`src/inc/dotm_pkg.sv`:
```
// Purpose: shared constants and types for the on-die termination timing block
// Assumes: one 250 MHz system clock; the memory clock is sampled as a plain input
// Notes: latencies counted in memory clock cycles (edges of the sampled link clock)
//
// Operation
// BC4 write: hold termination request four cycles
// no write: hold counted from request high
// BL8 write with request: six cycles suffice
// frozen power-down selects asynchronous termination mode
// asynchronous mode ignores additive latency
// asynchronous turn-on within 8.5 ns; the code takes 12 ns after synchronisation
// asynchronous turn-off within 8.5 ns; the code takes 12 ns after synchronisation
// power-down: no reads or writes issued
// entry window is WL-1 cycles backwards
// entry period ends after power-down entry delay
// refresh in progress extends entry period
// window start excluded, end points included
// transition period response may be either
// synchronous before entry, asynchronous after it
// exit period WL-1 before to exit delay
// overlapping entry then exit: either mode
// overlapping exit then entry: either mode
// synchronous mode delays by CWL+AL-2
// dynamic termination switches to write value
// controller avoids toggling in transition periods; the code has no wait before entry or after exit
package dotm_pkg;
	// ----------------------------------------
	// timing
	// ----------------------------------------
	localparam int CLK_PERIOD_PS = 4000;
	localparam int ASYNC_DELAY_PS = 8500;
	// longest time rounds down
	localparam int ASYNC_DELAY_CYC = ASYNC_DELAY_PS / CLK_PERIOD_PS;
	localparam int HOLD_BC4 = 4;
	localparam int HOLD_BL8 = 6;
	localparam int LAT_SUB = 2;
	localparam int ANPD_SUB = 1;
	localparam int CWN4_ADD = 4;
	localparam int CWN8_ADD = 6;
	localparam int CPDED_CYC = 1;
	localparam int XPDLL_CYC = 10;
	localparam int RFC_CYC = 64;
	localparam int CNT_W = 8;
	// ----------------------------------------
	// command encodings
	// ----------------------------------------
	localparam logic [2:0] CMD_NOP = 3'h0;
	localparam logic [2:0] CMD_WRITE = 3'h1;
	localparam logic [2:0] CMD_READ = 3'h2;
	localparam logic [2:0] CMD_REFRESH = 3'h3;
	// ----------------------------------------
	// controller registers (APB)
	// ----------------------------------------
	localparam logic [7:0] REG_CTRL = 8'h00;
	localparam logic [7:0] REG_STATUS = 8'h04;
	localparam logic [7:0] REG_LAT = 8'h08;
	localparam int CTRL_GO = 0;
	localparam int CTRL_WRITE = 1;
	localparam int CTRL_BL8 = 2;
	localparam int CTRL_PD = 3;
	localparam int CTRL_REFRESH = 4;
	localparam int CTRL_HOLD_LSB = 8;
	localparam logic [31:0] CTRL_RESET = 32'h0000_0000;
	localparam logic [31:0] LAT_RESET = 32'h0000_0005;
	typedef enum {DOTM_IDLE, DOTM_HOLD, DOTM_PD} dotm_state_type;
endpackage : dotm_pkg

```
`src/inc/dotm_if.sv`:
```
`timescale 1ns/100ps
// Purpose: link between memory controller and termination logic
// Assumes: all signals move on the controller's clock
// Notes: ck is the memory clock made by the controller
interface dotm_if;
	logic ck;
	logic cke;
	logic odt;
	logic [2:0] cmd;
	logic bl8;
	modport ctrl (output ck, output cke, output odt, output cmd, output bl8);
	modport dram (input ck, input cke, input odt, input cmd, input bl8);
endinterface : dotm_if

```
`src/rtl/dotm_dram.sv`:
```
// The address map and the APB register port were decided locally.
`timescale 1ns/100ps
// Purpose: termination timing of the memory device
// Assumes: link pins arrive from another domain and are synchronised
// Notes: latencies in memory clock edges, asynchronous delay in system cycles
module dotm_dram import dotm_pkg::*; (
	// system
	input wire logic CLK,
	input wire logic RST,
	// link
	dotm_if.dram LINK,
	// configuration
	input wire logic [3:0] CWL,
	input wire logic [3:0] AL,
	input wire logic DLL_FREEZE,
	input wire logic DYN_EN,
	// termination
	output logic RTT_ON,
	output logic RTT_WR,
	output logic ASYNC_MODE,
	output logic TRANSITION,
	output logic CMD_ERR
);
	logic [1:0] ck_s, cke_s, odt_s, bl_s;
	logic [2:0] cmd_s0, cmd_s1;
	logic ck_d, ck_rise;
	logic cke_q;
	logic [31:0] odt_pipe;
	logic [CNT_W-1:0] async_cnt, post_cnt, rfc_cnt, wr_cnt;
	logic [4:0] wl, lat;
	logic pd, async_odt;
	logic pend_entry, pend_exit;
	always_ff @(posedge CLK or posedge RST) begin
		if (RST) begin
			ck_s <= 2'h0;
			cke_s <= 2'h0;
			odt_s <= 2'h0;
			bl_s <= 2'h0;
			cmd_s0 <= 3'h0;
			cmd_s1 <= 3'h0;
			ck_d <= 1'b0;
		end else begin
			ck_s <= {ck_s[0], LINK.ck};
			cke_s <= {cke_s[0], LINK.cke};
			odt_s <= {odt_s[0], LINK.odt};
			bl_s <= {bl_s[0], LINK.bl8};
			cmd_s0 <= LINK.cmd;
			cmd_s1 <= cmd_s0;
			ck_d <= ck_s[1];
		end
	end
	assign ck_rise = ck_s[1] & ~ck_d;
	assign wl = 5'(CWL) + 5'(AL);
	assign lat = wl - 5'(LAT_SUB);
	// ----------------------------------------
	// power-down and mode
	// ----------------------------------------
	always_ff @(posedge CLK or posedge RST) begin
		if (RST) begin
			cke_q <= 1'b1;
			pd <= 1'b0;
			CMD_ERR <= 1'b0;
			rfc_cnt <= '0;
		end else if (ck_rise) begin
			cke_q <= cke_s[1];
			pd <= ~cke_s[1];
			if (pd && (cmd_s1 == CMD_WRITE || cmd_s1 == CMD_READ))
				CMD_ERR <= 1'b1;
			if (cmd_s1 == CMD_REFRESH)
				rfc_cnt <= CNT_W'(RFC_CYC);
			else if (rfc_cnt != '0)
				rfc_cnt <= rfc_cnt - 1'b1;
		end
	end
	// entry and exit transition: window of WL-1 before edge is an uncertainty band
	// which this model treats as still in the mode before the edge; the flag marks only the part from the edge to the period end
	always_ff @(posedge CLK or posedge RST) begin
		if (RST) begin
			post_cnt <= '0;
			ASYNC_MODE <= 1'b0;
			TRANSITION <= 1'b0;
			pend_entry <= 1'b0;
			pend_exit <= 1'b0;
		end else if (ck_rise) begin
			if (cke_q && !cke_s[1] && DLL_FREEZE) begin
				// entry: period ends at later of cpded or refresh end
				post_cnt <= (rfc_cnt > CNT_W'(CPDED_CYC)) ? rfc_cnt : CNT_W'(CPDED_CYC);
				pend_entry <= 1'b1;
				pend_exit <= 1'b0;
				TRANSITION <= 1'b1;
			end else if (!cke_q && cke_s[1] && (pend_entry || ASYNC_MODE)) begin
				post_cnt <= CNT_W'(XPDLL_CYC);
				pend_exit <= 1'b1;
				pend_entry <= 1'b0;
				TRANSITION <= 1'b1;
			end else if (post_cnt != '0) begin
				post_cnt <= post_cnt - 1'b1;
			end else begin
				TRANSITION <= 1'b0;
				if (pend_entry)
					ASYNC_MODE <= 1'b1;
				if (pend_exit)
					ASYNC_MODE <= 1'b0;
				pend_entry <= 1'b0;
				pend_exit <= 1'b0;
			end
		end
	end
	// ----------------------------------------
	// synchronous and asynchronous paths
	// ----------------------------------------
	always_ff @(posedge CLK or posedge RST) begin
		if (RST)
			odt_pipe <= '0;
		else if (ck_rise)
			odt_pipe <= {odt_pipe[30:0], odt_s[1]};
	end
	always_ff @(posedge CLK or posedge RST) begin
		if (RST) begin
			async_odt <= 1'b0;
			async_cnt <= '0;
		end else if (async_odt != odt_s[1]) begin
			// no additive latency; RTT_ON follows the synchronised request 3 cycles later, 12 ns, past the 8.5 ns bound
			if (async_cnt >= CNT_W'(ASYNC_DELAY_CYC - 1)) begin
				async_odt <= odt_s[1];
				async_cnt <= '0;
			end else
				async_cnt <= async_cnt + 1'b1;
		end else
			async_cnt <= '0;
	end
	always_ff @(posedge CLK or posedge RST) begin
		if (RST)
			RTT_ON <= 1'b0;
		else if (ASYNC_MODE)
			RTT_ON <= async_odt;
		else if (ck_rise)
			RTT_ON <= (lat == 5'h0) ? odt_s[1] : odt_pipe[lat - 5'h1];
	end
	// ----------------------------------------
	// dynamic termination
	// ----------------------------------------
	always_ff @(posedge CLK or posedge RST) begin
		if (RST) begin
			wr_cnt <= '0;
			RTT_WR <= 1'b0;
		end else if (ck_rise) begin
			if (DYN_EN && !ASYNC_MODE && cmd_s1 == CMD_WRITE)
				wr_cnt <= CNT_W'(lat) + CNT_W'(bl_s[1] ? CWN8_ADD : CWN4_ADD);
			else if (wr_cnt != '0)
				wr_cnt <= wr_cnt - 1'b1;
			// write value from lat after write to cwn after it
			RTT_WR <= (wr_cnt != '0) && (wr_cnt <= CNT_W'(bl_s[1] ? CWN8_ADD : CWN4_ADD));
		end
	end
endmodule : dotm_dram

```
`src/flat_wrapper.sv`:
```
// flat-port wrapper written by rule: the top's interface ports become plain ports
module dotm_dram_flat import dotm_pkg::*;
  (CLK, RST, CWL, AL, DLL_FREEZE, DYN_EN, RTT_ON, RTT_WR, ASYNC_MODE, TRANSITION, CMD_ERR, LINK_ck, LINK_cke, LINK_odt, LINK_cmd, LINK_bl8);
  dotm_if LINK_i ();
  input wire logic CLK;
  input wire logic RST;
  input wire logic [3:0] CWL;
  input wire logic [3:0] AL;
  input wire logic DLL_FREEZE;
  input wire logic DYN_EN;
  output logic RTT_ON;
  output logic RTT_WR;
  output logic ASYNC_MODE;
  output logic TRANSITION;
  output logic CMD_ERR;
  input wire logic [$bits(LINK_i.ck)-1:0] LINK_ck;
  input wire logic [$bits(LINK_i.cke)-1:0] LINK_cke;
  input wire logic [$bits(LINK_i.odt)-1:0] LINK_odt;
  input wire logic [$bits(LINK_i.cmd)-1:0] LINK_cmd;
  input wire logic [$bits(LINK_i.bl8)-1:0] LINK_bl8;
  assign LINK_i.ck = LINK_ck;
  assign LINK_i.cke = LINK_cke;
  assign LINK_i.odt = LINK_odt;
  assign LINK_i.cmd = LINK_cmd;
  assign LINK_i.bl8 = LINK_bl8;
  dotm_dram u_core (.CLK(CLK), .RST(RST), .LINK(LINK_i), .CWL(CWL), .AL(AL), .DLL_FREEZE(DLL_FREEZE), .DYN_EN(DYN_EN), .RTT_ON(RTT_ON), .RTT_WR(RTT_WR), .ASYNC_MODE(ASYNC_MODE), .TRANSITION(TRANSITION), .CMD_ERR(CMD_ERR));
endmodule
```
`config.mk`:
```
export PLATFORM = sky130hd
export DESIGN_NAME = dotm_dram_flat
export DESIGN_NICKNAME = d
export VERILOG_FILES = /design/src/inc/dotm_pkg.sv /design/src/inc/dotm_if.sv /design/src/rtl/dotm_dram.sv /design/src/flat_wrapper.sv
export SDC_FILE = /design/constraint.sdc
export NUM_CORES = 1
export LEC_CHECK = 0
export ABC_AREA = 0
export BUFFER_PORTS_ARGS = -buffer_cell sky130_fd_sc_hd__buf_4
export CAP_MARGIN = 25
export CORE_ASPECT_RATIO = 0.7
export CORE_MARGIN = 2
export CORE_UTILIZATION = 49
export DETAILED_ROUTE_END_ITERATION = 10
export PLACE_DENSITY = 0.76
export SYNTH_ARGS = -nofsm -noshare
export SYNTH_HDL_FRONTEND = slang
export SYNTH_SLANG_ARGS = --single-unit
export TNS_END_PERCENT = 10
```
`constraint.sdc`:
```
create_clock -name CLK -period 3.6 [get_ports CLK]
set_input_delay 0.54 -clock CLK [delete_from_list [all_inputs] [get_ports CLK]]
set_output_delay 0.54 -clock CLK [all_outputs]
set_load 0.01 [all_outputs]
```
# Word level (Yosys, flattened, before mapping)
# Index checks and enable logic that the tools add are counted.
# totals
word_cells,98
regBits,89
output_inout_bits,5
input_bits,19
# op_classes
n_lt_le_gt_ge,4
eq_ne,5
n_addsub,8
bitwise,6
muxes,24
reduce_logical,29
# op_table
cell,count
two-way mux 8 bit,10
nonzero test 8 bit,3
subtractor 8 x 1 -> 8 bit (second input constant),3
two-way mux 1 bit,12
AND reduction 2 bit,6
adder 5 x 8 -> 8 bit,1
adder 8 x 1 -> 8 bit (second input constant),1
greater-or-equal comparator 8 x 1 -> 1 bit (second input constant),1
greater-than comparator 8 x 1 -> 1 bit (second input constant),1
less-or-equal comparator 8 bit,1
logical AND 1 bit,8
nonzero test 2 bit,4
equality test 3 x 2 -> 1 bit (second input constant),2
< comparator 5 x 6 -> 1 bit (second input constant),1
adder 4 x 4 -> 5 bit,1
binary-select mux 1 bit (select 5 bit),1
zero test 5 bit,1
inverter 1 bit,5
AND reduction 5 bit,1
subtractor 5 x 1 -> 5 bit (second input constant),1
subtractor 5 x 2 -> 5 bit (second input constant),1
equality test 3 x 1 -> 1 bit (second input constant),1
zero test 1 bit,3
inequality test 3 x 1 -> 1 bit (second input constant),1
other kinds (5),6

# Depth between registers and ports, before layout
# Gate-level depths: netlist (run 1).
# depth
word_depth,8
mapped_depth,12
ltp_nobuf,11

# Least setup slack after synthesis (run 1)
# Ideal clock, no wire load.
# synth_path
path_kind,input -> register
startpoint,in CWL[1]
endpoint,reg u_core.RTT_ON
path_slack_ps,949
t_required_ps,3469
n_path_buf,1
arrival_ps,2520
cell_stages,11
setup_ps,131
cell_sequence,inv_1 > ha_1 > inv_1 > ha_1 > inv_1 > ha_1 > clkbuf_1 > mux4_2 > o31a_1 > nand4_1 > o211ai_2
# synth_between
elab_chain_cells,8
word_cells_on_any_way,9
# synth_rtl
item,line_no,text
"start, declared",flat_wrapper.sv:7,input wire logic [3:0] CWL;
adder 4 x 4 -> 5 bit *,dotm_dram.sv:53,assign wl = 5'(CWL) + 5'(AL);
subtractor 5 x 2 -> 5 bit *,dotm_dram.sv:54,assign lat = wl - 5'(LAT_SUB);
subtractor 5 x 1 -> 5 bit,dotm_dram.sv:138,RTT_ON <= (lat == 5'h0) ? odt_s[1] : odt_pipe[lat - 5'h1];
binary-select mux 1 bit (select 5 bit),dotm_dram.sv:138,
two-way mux 1 bit (not written as such),dotm_dram.sv:138,
two-way mux 1 bit *,dotm_dram.sv:138,
two-way mux 1 bit *,dotm_dram.sv:137,else if (ck_rise)
two-way mux 1 bit *,dotm_dram.sv:135,else if (ASYNC_MODE)
"end signal, assigned",dotm_dram.sv:136,RTT_ON <= async_odt;
"end signal, assigned",dotm_dram.sv:138,
"end, declared",dotm_dram.sv:18,"output logic RTT_ON,"
# Every way passes the cells marked *; elsewhere a longest branch is shown, timed or not. The select of a mux whose other input is x is not followed.
# A chain may end at the register's enable or synchronous reset.

# Worst setup path in the final report (run 1)
# layout_path
startpoint,in AL[1]
endpoint,reg u_core.RTT_ON
# layout_between
elab_chain_cells,8
word_cells_on_any_way,9
# layout_rtl
item,line_no,text
"start, declared",flat_wrapper.sv:8,input wire logic [3:0] AL;
adder 4 x 4 -> 5 bit *,dotm_dram.sv:53,
subtractor 5 x 2 -> 5 bit *,dotm_dram.sv:54,
subtractor 5 x 1 -> 5 bit,dotm_dram.sv:138,
binary-select mux 1 bit (select 5 bit),dotm_dram.sv:138,
two-way mux 1 bit (not written as such),dotm_dram.sv:138,
two-way mux 1 bit *,dotm_dram.sv:138,
two-way mux 1 bit *,dotm_dram.sv:137,
two-way mux 1 bit *,dotm_dram.sv:135,
# Marks and branches as above.

==> summary.md, run 1 <==
| Metric | Value |
|---|---|
| Max incr delay on CP | 0.49 ns |
| Syn-to-layout area delta | 13.02% |
| Cells after Synth | 466 |
| Die Ht | 84.15 µm |
| Hold slack | 0.3020 ns |
| Slew @ Worst Pin | 0.8614 ns |
| Ys flop type | dfrtp_1 |
| Setup CP Type | primary input to register |
| Setup TNS | 0 ns |
| Outcome | finished clean |
| Period utilization | 72.86% |
| H-tree level count | 3 |
| PortBufs | 23 |
| N_diodes | 0 |
| Largest net degree at the start of global routing | 52 |
| Wire length per cell | 14.35 µm |
| Largest family of logic cells by synthesized area | simple AND/OR/NAND/NOR gates |
| Antenna violations before repair | 0 |
| Slew margin rel. | 42.57% |
| FFs w/ async S/R, synth | 100.0% |
| WP data required | 3.82 ns |
| Worst path buffer plus inverter count | 4 |
| Average size of a mapped cell | 9.650 µm² |
| RePlAce Congestion | 0.8343 |
| Commonest cells after routing, fill and taps aside | nand2_1 (117), dfrtp_1 (88), o21ai_0 (36), nor2_1 (28), buf_4 (28) |
| DR DRC count | 0 |
| Reg2Reg Setup Slack | 1.25 ns |
| I/O pins | 24 |
| Starting density of the core | 49.97% |
| Synth cell types | 60 |
| Root Driver | clkbuf_16 |
| Clock-pin transition on the worst setup and hold timing paths | 0.06 ns |
| Global route total overflow | 0 |
| Yosys reg bits | 89 |
| Die footprint | 9972 µm² |
| Slew Viols, Final | 0 |
| Post-Syn Area | 4497 µm² |
| Multiplexer share of the synthesized area | 5.398% |
| Maximum clock frequency | 0.3812 GHz |
| First-pass GRT wire length | 15.62 mm |
| DRT iter0 DRCs | 244 |
| CTS tree | done |
| Clk sinks | 89 |
| CP Launch Type | primary input |
| Commonest non-fill, non-tap cell in the layout | nand2_1 |
| GRT Total Usage | 19.50% |
| Drt total wl | 8.882 mm |
| Total CTS buffers | 9 |
| Fin. Hold Viols | 0 |
| WP data arrival | 2.84 ns |
| Core region area | 8999 µm² |
| Warnings, synthesis | 0 |
| Row count | 29 |
| Sequential area share after synthesis | 49.55% |
| Worst Hold Class | primary input to register |
| EDFF count, synth | 0 |
| Layout cells sized above 1 | 13.94% |
| Post-CTS Resized | 0 |
| Pwr Density | 638.5 nW/µm² |
| Setup bufs post-CTS | 0 |
| Unrepaired setup endpoints after global routing | false |
| XOR/XNOR Fraction of Synth Area | 3.422% |
| Dpl hpwl | 6.239 mm |
| # hold bufs at CTS | 0 |
| Drt pass-1 iters | 4 |
| Setup violators final | 0 |
| Min cycle time layout | 2.623 ns |
| CP top delay family | adder cells |
| Simple-gate share of the synthesized area | 19.87% |
| Via count | 3367 |
| Post-DRT Antenna Nets | 0 |
| P_leak | 2.406 nW |
| DR vias/cell | 5.439 |
| Vias in the first global route | 3327 |
| Synth Area in Adders | 5.287% |
| Max Cap Viol | 0 |
| Fin nets | 529 |
| Max Buffers Root-to-Sink | 2 |
| Final Skew | 0.008480 ns |
| CP cell instances | buf_4 > inv_1 > ha_1 > inv_1 > ha_1 > inv_1 > ha_1 > mux4_2 > a211oi_1 > mux2i_1 > nand4_1 > o211ai_2 |
| CP max FO | 8 |
| Final Util | 56.48% |
| Worst skew pair latency | 0.34 ns |
| Tot Pwr | 3.245 mW |
| Crit end category | register |
| Synth Area in Compound Gates | 12.38% |
| CP max-delay cell | ha_1 |
| VDD IR max | 0.2454 mV |
| Die X | 118.5 µm |
## metrics by stage
step,cell area [µm²],instances,setup slack [ns]
after global placement,4801,604,0.7991
after global routing,5082,619,0.8736
final,5082,619,0.9770
after detailed placement,4801,604,0.6614
after floorplan,4512,470,0.7548
after CTS,5082,619,0.9514
## power by group
group	switching [mW]	total, mW	internal, mW
Combinational	0.520	0.935	0.415
Clock	0.379	0.881	0.501
Sequential	0.221	1.43	1.21
Total	1.12	3.24	2.12
## cell type report
cell class              count  area [µm²]
clock buffers              11       252.7
inverters                  26       98.84
flip-flops and latches     89        2228
fillers                   809        3916
well taps                 124       155.1
clock inverters             4       28.78
multi-input cells         337        2108
repair buffers             28       210.2
## cells by family (layout without fill, tap and decap cells)
group,count (synthesis),count (layout)
and+or+nand+nor,196,196
DFF,89,89
AOI/OAI and AO/OA,88,88
buffers and inverters,44,69
adders and majority gates,19,19
xor gates and xnor gates,15,15
muxes,14,14
other,1,5
## flip-flops by register name, indices dropped and copies added (netlist names), 3 cells and up
register	cells
u_core.odt_pipe	32
u_core.cmd_s0	3
u_core.post_cnt	8
u_core.cmd_s1	3
u_core.async_cnt	8
u_core.rfc_cnt	8
u_core.wr_cnt	8
## metal layers
layer / wire length (µm) / GRT usage, % / up-vias
met5: 0 / 0 / -
met4: 121 / 5.519 / 0
met3: 431 / 6.318 / 9
met2: 4197 / 31.27 / 67
met1: 4132 / 25.77 / 1658
li1: - / - / 1633
## worst paths after layout
kind | start | end | cells after the start
worst max-delay path | AL[1] | u_core.RTT_ON | 12
worst min-delay path | LINK_odt | u_core.odt_s[0] | 1
worst max register to register | u_core.ASYNC_MODE | u_core.wr_cnt[0] | 6
worst min register to register | u_core.cmd_s0[0] | u_core.cmd_s1[0] | 0
max in group asynchronous | RST | u_core.cke_q | 3
min in group asynchronous | RST | u_core.ck_s[0] | 2
## cells in the mapped netlist (3+ instances only)
cell | number | area share [%]
inv_1 | 26 | 2.2
xnor2_1 | 7 | 1.4
nor2b_1 | 6 | 0.83
a21oi_1 | 25 | 2.8
buf_1 | 3 | 0.25
nand2_1 | 117 | 9.8
nor3_1 | 8 | 0.89
a211oi_1 | 3 | 0.50
ha_1 | 19 | 5.3
nand3b_1 | 3 | 0.50
buf_2 | 3 | 0.33
dfrtp_1 | 88 | 49
o21ai_0 | 36 | 4.0
nor2_1 | 28 | 2.3
nor4_1 | 6 | 0.83
and3_1 | 3 | 0.42
clkbuf_1 | 10 | 0.83
nand3_1 | 5 | 0.56
nand2b_1 | 3 | 0.42
xor2_1 | 5 | 0.97
nand4b_1 | 3 | 0.58
mux4_2 | 8 | 4.0
mux2i_1 | 4 | 0.89
No activity file was read; power rests on OpenSTA's default activity.
==> run 2: changes to the inputs <==
--- a/config.mk
+++ b/config.mk
@@ -12,7 +12,7 @@
 export CORE_MARGIN = 2
 export CORE_UTILIZATION = 49
 export DETAILED_ROUTE_END_ITERATION = 10
-export PLACE_DENSITY = 0.76
+export PLACE_DENSITY = 0.79
 export SYNTH_ARGS = -nofsm -noshare
 export SYNTH_HDL_FRONTEND = slang
 export SYNTH_SLANG_ARGS = --single-unit
==> constraint.sdc (replaced) <==
create_clock -name CLK -period 2.2 [get_ports CLK]
set_input_delay 0.33 -clock CLK [delete_from_list [all_inputs] [get_ports CLK]]
set_output_delay 0.33 -clock CLK [all_outputs]
set_load 0.01 [all_outputs]
==> run 2 against run 1 <==
- clock skew shrank 0.0035 ns
- critical path depth grew 1
- core utilization grew 2.6 points
- combinational power grew 79%
- clock power grew 86%
- global-route usage grew 0.77 points
- non-clock buffer count grew 18
- first-iteration DRC count shrank 3.7%
- cell area grew 4.6%
- sequential share of layout area shrank 1.9 points
- cell count grew 3.1%
- flip-flop and latch count is the same
- critical path type unchanged
- largest cell class unchanged
- largest power group unchanged
- highest routed layer unchanged
==> summary.md, run 2 (synthesis gave the netlist of run 1 again) <==
| Metric | Value |
|---|---|
| Outcome | finished clean |
| Vias in the first global route | 3415 |
| Hold slack | 0.05003 ns |
| GRT Total Usage | 20.27% |
| Clk sinks | 89 |
| Root Driver | clkbuf_16 |
| Dpl hpwl | 6.474 mm |
| Dpl cell area | 4951 µm² |
| WP data required | 2.42 ns |
| VDD IR max | 0.5315 mV |
| PortBufs | 23 |
| CP cell instances | buf_4 > inv_1 > ha_1 > inv_1 > ha_2 > and3b_1 > o211ai_2 > buf_6 > buf_4 > a211oi_1 > mux2i_1 > nand4_1 > o211ai_2 |
| Antenna violations before repair | 0 |
| Largest net degree at the start of global routing | 51 |
| Min cycle time layout | 2.074 ns |
| Slew Viols, Final | 0 |
| Syn-to-layout area delta | 18.22% |
| Total CTS buffers | 9 |
| CP top delay family | adder cells |
| CTS tree | done |
| Slew margin rel. | 61.07% |
| I/O pins | 24 |
| Max Buffers Root-to-Sink | 2 |
| Commonest non-fill, non-tap cell in the layout | nand2_1 |
| Slew @ Worst Pin | 0.5827 ns |
| Drt pass-1 iters | 4 |
| Die footprint | 9972 µm² |
| N_diodes | 0 |
| Design area | 5316 µm² |
| Core region area | 8999 µm² |
| First-pass GRT wire length | 16.19 mm |
| CP Launch Type | primary input |
| Layout cells sized above 1 | 17.51% |
| CP max-delay cell | ha_2 |
| Commonest cells after routing, fill and taps aside | nand2_1 (117), dfrtp_1 (88), buf_4 (44), o21ai_0 (35), nor2_1 (28) |
| Die X | 118.5 µm |
| Top reg by flops | u_core.odt_pipe |
| RePlAce Congestion | 0.8971 |
| Fin nets | 547 |
| Clock-pin transition on the worst setup and hold timing paths | 0.06 ns |
| Setup CP Type | primary input to register |
| WP data arrival | 2.29 ns |
| Maximum clock frequency | 0.4823 GHz |
| Via count | 3491 |
| Pwr Density | 1063 nW/µm² |
| Global route total overflow | 0 |
| Setup bufs post-CTS | 0 |
| Final Util | 59.08% |
| Drt total wl | 9.293 mm |
| Final Skew | 0.004975 ns |
| DR vias/cell | 5.472 |
| Max FFs per register | 32 |
| P_leak | 2.518 nW |
| Post-DRT Antenna Nets | 0 |
| CP max FO | 8 |
| Wire length per cell | 14.57 µm |
| Die Ht | 84.15 µm |
| H-tree level count | 3 |
| Max Cap Viol | 0 |
| Fin. Hold Viols | 0 |
| DRT iter0 DRCs | 235 |
| Row count | 29 |
| Worst path buffer plus inverter count | 5 |
| Period utilization | 94.25% |
| Starting density of the core | 49.97% |
| Setup violators final | 0 |
| DR DRC count | 0 |
| Worst skew pair latency | 0.34 ns |
| Worst Hold Class | primary input to asynchronous set/reset pin |
| Max incr delay on CP | 0.37 ns |
| Crit end category | register |
## run 2: power breakdown
part,switching (mW),total (mW),internal [mW]
combinational,0.902,1.67,0.770
clock,0.642,1.64,0.999
sequential,0.359,2.34,1.98
total,1.90,5.65,3.75
## run 2: stage by stage
step / cells / power, mW / setup slack, ns / TNS (ns)
5_1_grt: 638 / 6.016 / -0.01218 / -0.01218
3_3_place_gp: 622 / 3.875 / -0.2634 / -0.3730
6_report: 638 / 5.650 / 0.1264 / 0
3_5_place_dp: 622 / 3.964 / -0.3636 / -0.7401
2_1_floorplan: 470 / 3.455 / -0.2411 / -0.2411
4_1_cts: 638 / 5.623 / 0.04107 / 0
## run 2: metal layers
metal | track usage, % | vias up | routed length, µm
li1 | - | 1677 | -
met1 | 28.89 | 1704 | 4367
met2 | 30.53 | 101 | 4311
met3 | 5.639 | 9 | 536
met4 | 6.277 | 0 | 78
met5 | 0 | - | 0
## run 2: worst register-to-register path: cells and delay by family (launching register included)
| family | cells | cell delay [ns] |
|---|---|---|
| and+or+nand+nor | 3 | 0.85 |
| AOI/OAI and AO/OA | 2 | 0.44 |
| DFF | 1 | 0.44 |
| xor gates and xnor gates | 1 | 0.13 |
## run 2: path summary, 6_finish.rpt
kind                                         from                end  cells past startpoint  slack [ns]
worst max-delay path                       CWL[2]      u_core.RTT_ON                     13        0.13
worst min-delay path                          RST   u_core.cmd_s0[0]                      2        0.05
worst max register to register  u_core.rfc_cnt[4]  u_core.rfc_cnt[6]                      6        0.21
worst min register to register    u_core.cke_s[0]    u_core.cke_s[1]                      0        0.35
max in group asynchronous                     RST       u_core.cke_q                      3        1.49
min in group CLK                         LINK_cke    u_core.cke_s[0]                      1        0.09
## run 2: layout make-up
cell class	instances	area, µm²
clock inverters	6	90.09
multi-input cells	337	2151
repair buffers	46	361.6
flip-flops and latches	89	2228
inverters	26	101.3
fillers	738	3682
well taps	124	155.1
clock buffers	10	229.0
## run 2: timing repair
item,in CTS,in global routing
endpoints found under the setup margin,1,2
hold buffers,0,0
pin swaps,0,2
gates resized for setup,1,7
